==> src/include/ir_codec_pkg.sv <==
// Shared constants and state types for the infrared pulse encoder and decoder.
package ir_codec_pkg;

    // Ticks of the 16x bit clock.
    localparam int                    TICK_CNT_W      = 5;
    localparam logic [TICK_CNT_W-1:0] BIT_TICKS       = 5'h10;
    localparam logic [TICK_CNT_W-1:0] ENC_DELAY_TICKS = 5'h07;
    localparam logic [TICK_CNT_W-1:0] ENC_PULSE_TICKS = 5'h03;
    localparam logic [TICK_CNT_W-1:0] TICK_ZERO       = 5'h00;

    // Event FIFO shape.
    localparam int FIFO_WIDTH_DEF = 1;
    localparam int FIFO_DEPTH_DEF = 16;

    // Synchroniser lanes and their values after reset.
    localparam int         SYNC_LANES = 3;
    localparam int         SYNC_CLK   = 0;
    localparam int         SYNC_TX    = 1;
    localparam int         SYNC_IR    = 2;
    localparam logic [2:0] SYNC_RESET = 3'h6;

    // Level of a space bit on the UART line.
    localparam logic SPACE_LEVEL = 1'h0;

    typedef enum logic [1:0] {
        ENC_IDLE  = 2'b00,
        ENC_WAIT  = 2'b01,
        ENC_PULSE = 2'b10
    } enc_state_type;

    typedef enum logic [0:0] {
        DEC_IDLE    = 1'b0,
        DEC_STRETCH = 1'b1
    } dec_state_type;

endpackage : ir_codec_pkg

==> src/core/ir_pulse_encode_decode.sv <==
// Infrared pulse encoder and decoder between a UART and an infrared transceiver.
`timescale 1ns/1ps
module ir_pulse_encode_decode
    import ir_codec_pkg::*;
#(
    parameter int FIFO_WIDTH = FIFO_WIDTH_DEF,
    parameter int FIFO_DEPTH = FIFO_DEPTH_DEF
) (
    // System clock and reset
    input  wire logic clk_in,
    input  wire logic rst_in,
    // UART side
    input  wire logic x16_bit_clock_in,
    input  wire logic uart_tx_line_in,
    output logic      uart_rx_line_out,
    // Transceiver side
    input  wire logic ir_pulse_in,
    output logic      ir_pulse_out,
    // Control and status
    input  wire logic decoder_reset_n_in,
    output logic      tx_overrun_out
);

    generate
        if (FIFO_WIDTH < 1) begin : g_bad_width
            $error("ir_pulse_encode_decode: FIFO_WIDTH must be at least 1");
        end
    endgenerate

    // Input synchronisers.
    logic [SYNC_LANES-1:0] meta_reg;
    logic [SYNC_LANES-1:0] meta_next;
    logic [SYNC_LANES-1:0] sync_reg;
    logic [SYNC_LANES-1:0] sync_next;
    logic [SYNC_LANES-1:0] last_reg;
    logic [SYNC_LANES-1:0] last_next;
    logic                  tick;
    logic                  tx_fall;
    logic                  ir_fall;
    logic                  tx_level;

    always_comb begin
        meta_next = {ir_pulse_in, uart_tx_line_in, x16_bit_clock_in};
        sync_next = meta_reg;
        last_next = sync_reg;
    end

    always_ff @(posedge clk_in) begin
        if (rst_in) begin
            meta_reg <= SYNC_RESET;
            sync_reg <= SYNC_RESET;
            last_reg <= SYNC_RESET;
        end else begin
            meta_reg <= meta_next;
            sync_reg <= sync_next;
            last_reg <= last_next;
        end
    end

    assign tick     = sync_reg[SYNC_CLK] & ~last_reg[SYNC_CLK];
    assign tx_fall  = ~sync_reg[SYNC_TX] & last_reg[SYNC_TX];
    assign ir_fall  = ~sync_reg[SYNC_IR] & last_reg[SYNC_IR];
    assign tx_level = sync_reg[SYNC_TX];

    // Space-bit framer: one event per low bit time on the transmit line.
    logic                  bit_active_reg;
    logic                  bit_active_next;
    logic [TICK_CNT_W-1:0] bit_cnt_reg;
    logic [TICK_CNT_W-1:0] bit_cnt_next;
    logic                  overrun_reg;
    logic                  overrun_next;
    logic                  push;
    logic                  fifo_in_ready;
    logic                  fifo_out_valid;
    logic [FIFO_WIDTH-1:0] fifo_out_data;
    logic                  fifo_out_ready;

    always_comb begin
        bit_active_next = bit_active_reg;
        bit_cnt_next    = bit_cnt_reg;
        push            = 1'b0;
        if (tx_fall) begin
            push            = 1'b1;
            bit_active_next = 1'b1;
            bit_cnt_next    = TICK_ZERO;
        end else if (bit_active_reg && tick) begin
            if (bit_cnt_reg == BIT_TICKS - 1'b1) begin
                bit_cnt_next = TICK_ZERO;
                if (tx_level == SPACE_LEVEL) begin
                    push = 1'b1;
                end else begin
                    bit_active_next = 1'b0;
                end
            end else begin
                bit_cnt_next = bit_cnt_reg + 1'b1;
            end
        end
        // A lost event can only be reported; the UART line has no way to wait.
        overrun_next = overrun_reg | (push & ~fifo_in_ready);
    end

    always_ff @(posedge clk_in) begin
        if (rst_in) begin
            bit_active_reg <= 1'b0;
            bit_cnt_reg    <= TICK_ZERO;
            overrun_reg    <= 1'b0;
        end else begin
            bit_active_reg <= bit_active_next;
            bit_cnt_reg    <= bit_cnt_next;
            overrun_reg    <= overrun_next;
        end
    end

    ir_event_fifo #(
        .WIDTH (FIFO_WIDTH),
        .DEPTH (FIFO_DEPTH)
    ) u_event_fifo (
        .clk_in        (clk_in),
        .rst_in        (rst_in),
        .in_valid_in   (push),
        .in_data_in    ({FIFO_WIDTH{tx_level}}),
        .in_ready_out  (fifo_in_ready),
        .out_valid_out (fifo_out_valid),
        .out_data_out  (fifo_out_data),
        .out_ready_in  (fifo_out_ready)
    );

    // Encoder. Only the system reset touches it.
    enc_state_type         enc_state_reg;
    enc_state_type         enc_state_next;
    logic [TICK_CNT_W-1:0] enc_cnt_reg;
    logic [TICK_CNT_W-1:0] enc_cnt_next;
    logic                  enc_pulse_reg;
    logic                  enc_pulse_next;

    assign fifo_out_ready = (enc_state_reg == ENC_IDLE);

    always_comb begin
        enc_state_next = enc_state_reg;
        enc_cnt_next   = enc_cnt_reg;
        enc_pulse_next = enc_pulse_reg;
        case (enc_state_reg)
            ENC_IDLE: begin
                enc_pulse_next = 1'b0;
                if (fifo_out_valid && fifo_out_data[0] == SPACE_LEVEL) begin
                    enc_state_next = ENC_WAIT;
                    enc_cnt_next   = TICK_ZERO;
                end
            end
            ENC_WAIT: begin
                if (tick) begin
                    if (enc_cnt_reg == ENC_DELAY_TICKS - 1'b1) begin
                        enc_state_next = ENC_PULSE;
                        enc_cnt_next   = TICK_ZERO;
                        enc_pulse_next = 1'b1;
                    end else begin
                        enc_cnt_next = enc_cnt_reg + 1'b1;
                    end
                end
            end
            ENC_PULSE: begin
                if (tick) begin
                    if (enc_cnt_reg == ENC_PULSE_TICKS - 1'b1) begin
                        enc_state_next = ENC_IDLE;
                        enc_cnt_next   = TICK_ZERO;
                        enc_pulse_next = 1'b0;
                    end else begin
                        enc_cnt_next = enc_cnt_reg + 1'b1;
                    end
                end
            end
            default: begin
                enc_state_next = ENC_IDLE;
                enc_cnt_next   = TICK_ZERO;
                enc_pulse_next = 1'b0;
            end
        endcase
    end

    always_ff @(posedge clk_in) begin
        if (rst_in) begin
            enc_state_reg <= ENC_IDLE;
            enc_cnt_reg   <= TICK_ZERO;
            enc_pulse_reg <= 1'b0;
        end else begin
            enc_state_reg <= enc_state_next;
            enc_cnt_reg   <= enc_cnt_next;
            enc_pulse_reg <= enc_pulse_next;
        end
    end

    // Decoder.
    dec_state_type         dec_state_reg;
    dec_state_type         dec_state_next;
    logic [TICK_CNT_W-1:0] dec_cnt_reg;
    logic [TICK_CNT_W-1:0] dec_cnt_next;
    logic                  dec_rx_reg;
    logic                  dec_rx_next;
    logic                  dec_hold;

    assign dec_hold = rst_in | ~decoder_reset_n_in;

    always_comb begin
        dec_state_next = dec_state_reg;
        dec_cnt_next   = dec_cnt_reg;
        dec_rx_next    = dec_rx_reg;
        if (ir_fall) begin
            dec_state_next = DEC_STRETCH;
            dec_cnt_next   = TICK_ZERO;
            dec_rx_next    = 1'b0;
        end else begin
            case (dec_state_reg)
                DEC_IDLE: begin
                    dec_rx_next = 1'b1;
                end
                DEC_STRETCH: begin
                    if (tick) begin
                        if (dec_cnt_reg == BIT_TICKS - 1'b1) begin
                            dec_state_next = DEC_IDLE;
                            dec_cnt_next   = TICK_ZERO;
                            dec_rx_next    = 1'b1;
                        end else begin
                            dec_cnt_next = dec_cnt_reg + 1'b1;
                        end
                    end
                end
                default: begin
                    dec_state_next = DEC_IDLE;
                    dec_rx_next    = 1'b1;
                end
            endcase
        end
    end

    always_ff @(posedge clk_in) begin
        if (dec_hold) begin
            dec_state_reg <= DEC_IDLE;
            dec_cnt_reg   <= TICK_ZERO;
            dec_rx_reg    <= 1'b1;
        end else begin
            dec_state_reg <= dec_state_next;
            dec_cnt_reg   <= dec_cnt_next;
            dec_rx_reg    <= dec_rx_next;
        end
    end

    assign uart_rx_line_out = dec_rx_reg;
    assign ir_pulse_out     = enc_pulse_reg;
    assign tx_overrun_out   = overrun_reg;

    // Helper counters read only by the assertions below.
    logic [TICK_CNT_W-1:0] chk_wait_reg;
    logic [TICK_CNT_W-1:0] chk_high_reg;
    logic [TICK_CNT_W-1:0] chk_low_reg;

    always_ff @(posedge clk_in) begin
        if (rst_in) begin
            chk_wait_reg <= TICK_ZERO;
            chk_high_reg <= TICK_ZERO;
        end else begin
            chk_wait_reg <= (enc_state_reg != ENC_WAIT) ? TICK_ZERO :
                            (tick ? chk_wait_reg + 1'b1 : chk_wait_reg);
            chk_high_reg <= (enc_state_reg != ENC_PULSE) ? TICK_ZERO :
                            (tick ? chk_high_reg + 1'b1 : chk_high_reg);
        end
    end

    always_ff @(posedge clk_in) begin
        if (dec_hold || ir_fall) begin
            chk_low_reg <= TICK_ZERO;
        end else if (dec_state_reg == DEC_STRETCH && tick) begin
            chk_low_reg <= chk_low_reg + 1'b1;
        end
    end
endmodule : ir_pulse_encode_decode

==> src/core/ir_event_fifo.sv <==
// Synchronous FIFO with valid and ready on both sides.
`timescale 1ns/1ps
module ir_event_fifo #(
    parameter int WIDTH = 1,
    parameter int DEPTH = 16
) (
    // Clock and reset
    input  wire logic             clk_in,
    input  wire logic             rst_in,
    // Filling side
    input  wire logic             in_valid_in,
    input  wire logic [WIDTH-1:0] in_data_in,
    output logic                  in_ready_out,
    // Draining side
    output logic                  out_valid_out,
    output logic [WIDTH-1:0]      out_data_out,
    input  wire logic             out_ready_in
);

    localparam int PTR_W = (DEPTH > 1) ? $clog2(DEPTH) : 1;
    localparam int CNT_W = $clog2(DEPTH + 1);
    localparam logic [CNT_W-1:0] FULL_COUNT = CNT_W'(DEPTH);

    // Pointers wrap by overflow, so the depth must be a power of two.
    generate
        if (WIDTH < 1 || DEPTH < 2 || (DEPTH & (DEPTH - 1)) != 0) begin : g_bad_shape
            $error("ir_event_fifo: WIDTH must be >= 1 and DEPTH a power of two >= 2");
        end
    endgenerate

    logic [WIDTH-1:0] mem_reg [DEPTH];
    logic [PTR_W-1:0] wr_ptr_reg;
    logic [PTR_W-1:0] wr_ptr_next;
    logic [PTR_W-1:0] rd_ptr_reg;
    logic [PTR_W-1:0] rd_ptr_next;
    logic [CNT_W-1:0] count_reg;
    logic [CNT_W-1:0] count_next;
    logic             do_push;
    logic             do_pop;

    always_comb begin
        in_ready_out  = (count_reg != FULL_COUNT);
        out_valid_out = (count_reg != '0);
        out_data_out  = mem_reg[rd_ptr_reg];
        do_push       = in_valid_in & in_ready_out;
        do_pop        = out_valid_out & out_ready_in;
        wr_ptr_next   = do_push ? wr_ptr_reg + 1'b1 : wr_ptr_reg;
        rd_ptr_next   = do_pop ? rd_ptr_reg + 1'b1 : rd_ptr_reg;
        count_next    = count_reg;
        if (do_push && !do_pop) begin
            count_next = count_reg + 1'b1;
        end else if (do_pop && !do_push) begin
            count_next = count_reg - 1'b1;
        end
    end

    always_ff @(posedge clk_in) begin
        if (rst_in) begin
            wr_ptr_reg <= '0;
            rd_ptr_reg <= '0;
            count_reg  <= '0;
        end else begin
            wr_ptr_reg <= wr_ptr_next;
            rd_ptr_reg <= rd_ptr_next;
            count_reg  <= count_next;
        end
    end

    // Storage carries no reset; a word is only read after it was written.
    always_ff @(posedge clk_in) begin
        if (do_push) begin
            mem_reg[wr_ptr_reg] <= in_data_in;
        end
    end

endmodule : ir_event_fifo

==> config.mk <==
export PLATFORM = sky130hd
export DESIGN_NAME = ir_pulse_encode_decode
export DESIGN_NICKNAME = d
export VERILOG_FILES = /design/src/include/ir_codec_pkg.sv /design/src/core/ir_pulse_encode_decode.sv /design/src/core/ir_event_fifo.sv
export SDC_FILE = /design/constraint.sdc
export NUM_CORES = 1
export LEC_CHECK = 0
export BUFFER_PORTS_ARGS = -buffer_cell sky130_fd_sc_hd__buf_2
export CAP_MARGIN = 20
export CORE_MARGIN = 2
export CORE_UTILIZATION = 41
export CTS_BUF_LIST = sky130_fd_sc_hd__clkbuf_4 sky130_fd_sc_hd__clkbuf_8
export DETAILED_ROUTE_END_ITERATION = 8
export SLEW_MARGIN = 20
export SYNTH_ARGS = -nofsm -noshare
export SYNTH_HDL_FRONTEND = slang
export SYNTH_SLANG_ARGS = --single-unit
==> constraint.sdc <==
create_clock -name clk_in -period 4.1 [get_ports clk_in]
set_input_delay 0.41 -clock clk_in [delete_from_list [all_inputs] [get_ports clk_in]]
set_output_delay 0.41 -clock clk_in [all_outputs]
set_load 0.01 [all_outputs]
==> flow_summary.ini <==
[run_status]
run_status = finished, final reports clean

[synthesis]
synthDominantCellAreaShare = 0.332
synthMostInstantiatedCell = sky130_fd_sc_hd__dfxtp_1
netlist-cell-type-count = 51
synthTopCellsByCount = sky130_fd_sc_hd__dfxtp_1 (48), sky130_fd_sc_hd__nor2_1 (42), sky130_fd_sc_hd__nand2_1 (23)
fraction_of_the_yosys_area_taken_by_sequential_cells = 0.498
syn-instance-count = 286
synth_edf_count = 16
mappedNetlistArea_um2 = 2890
synth-seq-cells = 64
yosysWarnings = 0
synth_flop_cell = sky130_fd_sc_hd__dfxtp_1
synth_net_count = 309
netlist_top_cells_area = sky130_fd_sc_hd__dfxtp_1 (33%), sky130_fd_sc_hd__edfxtp_1 (17%), sky130_fd_sc_hd__ha_1 (6.9%)
syn_area_per_cell_um2 = 10.1
async_flop_share = 0
dominant_cell_type_by_area_after_synthesis = sky130_fd_sc_hd__dfxtp_1

[timing]
worstMarginPinSlew_ps = 690
final_setup_fails = 0
fmax_ghz = 0.314
fin_worst_skew_ps = 11.6
hold_slack_ps = 244
final_period_minus_worst_setup_slack_ps = 3190
rsz_0062_raised_after_global_routing = no
hold_viol_final = 0
drv_slew = 0
timing.slew.headroom = 0.539
setup_total_negative_slack_ps = 0
finalCritPeriodShare = 0.777

[global_routing]
first_global_vias = 1829
grt_antenna_before_repair = 0
groute.usage.overall = 0.140
grt_max_degree = 28
wire_length_of_the_first_global_routing_pass_um = 8390
gr-total-overflow = 0

[setup_path]
r2r_cells = 12
timing.critical_path.required_ps = 4370
cp-start-kind = register
setup_crit_end_kind = register
arrival_ps = 3450
worst-setup-path-type = register to register
crit_fanout = 8
crit_chain = ha_1 -> and4b_1 -> a31oi_1 -> a211oi_4 -> ha_1 -> inv_1 -> fa_1 -> a21o_1 -> a21oi_1 -> xnor2_1 -> or3_1 -> a21oi_1
timing.critical_path.slowest_cell_delay_ps = 440
slowest_stage = sky130_fd_sc_hd__a211oi_4

[layout]
flip_flop_count_of_the_largest_register_all_copies_and_words_added = 16
layout.nets = 320
final_design_area_no_fill_um2 = 3190
diodes_inserted = 0
drive_above_1_share = 0.139
areaGrowthSynthToFinish_pct = 10.2

[routing]
initial_drt_markers = 93
num_vias = 1972
finalWirelength_um = 4890
post_drt_wl_per_cell_um = 12.3
postRouteAntennaNets = 0
drt-pass1-iter-count = 4
post-route-drc-count = 0
via_per_inst = 4.95

[min_path]
worst_hold_path.num_cells = 2
worst_hold_path_type = primary input to register

[power]
leakage_nw = 1.17
irDropWorstVdd_v = 0.000361
powerDensity_nw_per_um2 = 533

[placement]
placement.cell_area_um2 = 3020
dp_hpwl_um = 3380
portBuffers = 8
gpl.final_weighted_congestion = 0.777

[cts]
holdBufCountCts = 0
ctsRootBufferMaster = sky130_fd_sc_hd__clkbuf_8
numCtsBuffers = 9
cts-htree-levels = 3
clock_tree_from_tritoncts = yes
number_of_buffers_on_the_longest_clock_path = 2
clkLatencyLatePin_ps = 340
clkSlewWorstSetupHoldPaths_ps = 80
cts_setup_buffers = 0
ctsResizeCount = 0
clock_sink_count = 64

[floorplan]
floorplan.die_area_um2 = 7750
boundaryPins = 9
die_height_um = 88.0
core_area_um2 = 6790
initial_core_util = 0.426
die_w_um = 88.0
rows = 30

[flow_run]
timing.max_cap.violations = 0
## path summary, 6_finish.rpt
kind                                                   from                                endpoint  slack (ps)
worst max-delay path            bit_cnt_reg[0]$_SDFFE_PP0P_  u_event_fifo.count_reg[4]$_SDFFE_PP0P_         910
worst min-delay path                            ir_pulse_in                  meta_reg[2]$_SDFF_PP1_         240
worst max register to register  bit_cnt_reg[0]$_SDFFE_PP0P_  u_event_fifo.count_reg[4]$_SDFFE_PP0P_         910
worst min register to register       meta_reg[1]$_SDFF_PP1_                 last_next[1]$_SDFF_PP1_         410
## critical path, delay by kind of cell, from the launching register on
kind            cells  cell delay (ps)
fa+ha+maj           3              860
buf+inv             1              100
xor+xnor            1               90
compound gates      5             1100
simple gates        2              590
flops               1              380
## cells in the final DEF, fill, tap and decap left out, types with 9 or more instances in the layout
master and n:
sky130_fd_sc_hd__xor2_1 10, sky130_fd_sc_hd__a21oi_1 15, sky130_fd_sc_hd__dfxtp_1 48, sky130_fd_sc_hd__nor2_1 42, sky130_fd_sc_hd__inv_1 11, sky130_fd_sc_hd__clkbuf_8 9
sky130_fd_sc_hd__ha_1 16, sky130_fd_sc_hd__nand2_1 23, sky130_fd_sc_hd__edfxtp_1 16, sky130_fd_sc_hd__nand3_1 10, sky130_fd_sc_hd__nor3_1 10
## stage by stage
stage | util | power, mW | instances | worst slack [ps]
detailed placement | 0.444 | 1.25 | 382 | 912
global placement | 0.444 | 1.24 | 382 | 1000
finish | 0.469 | 1.70 | 398 | 914
floorplan | - | 1.16 | 286 | 1180
global route | 0.469 | 1.82 | 398 | 618
CTS | 0.469 | 1.72 | 398 | 883
## cells by family after synthesis
group / share of synthesized area
compound gates: 0.101
mux: 0.0398
xor+xnor: 0.0424
flops: 0.498
buf+inv: 0.0294
simple gates: 0.214
fa+ha+maj: 0.0761
## layer usage
layer | vias to the layer above | share of wire | wire [um] | global-route usage
li1 | 1014 | - | - | -
met1 | 929 | 0.50 | 2470 | 0.187
met2 | 17 | 0.45 | 2200 | 0.213
met3 | 12 | 0.026 | 127 | 0.0396
met4 | 0 | 0.018 | 89 | 0.0579
met5 | - | 0 | 0 | 0
## where the power goes
part	switching, mW	leakage, nW	internal (mW)
Combinational	0.256	0.543	0.211
Sequential	0.0638	0.531	0.698
Clock	0.252	0.0933	0.219
Total	0.572	1.17	1.13
## final cells by class
class / count / area (um2)
clock inverter: 7 / 47.5
sequential: 64 / 1440
inverter: 11 / 41.3
tap: 96 / 120
clock buffer: 9 / 124
multi-input combinational: 202 / 1370
fill: 637 / 3600
timing repair buffer: 9 / 47.5
Power figures use the tool's default switching activity.
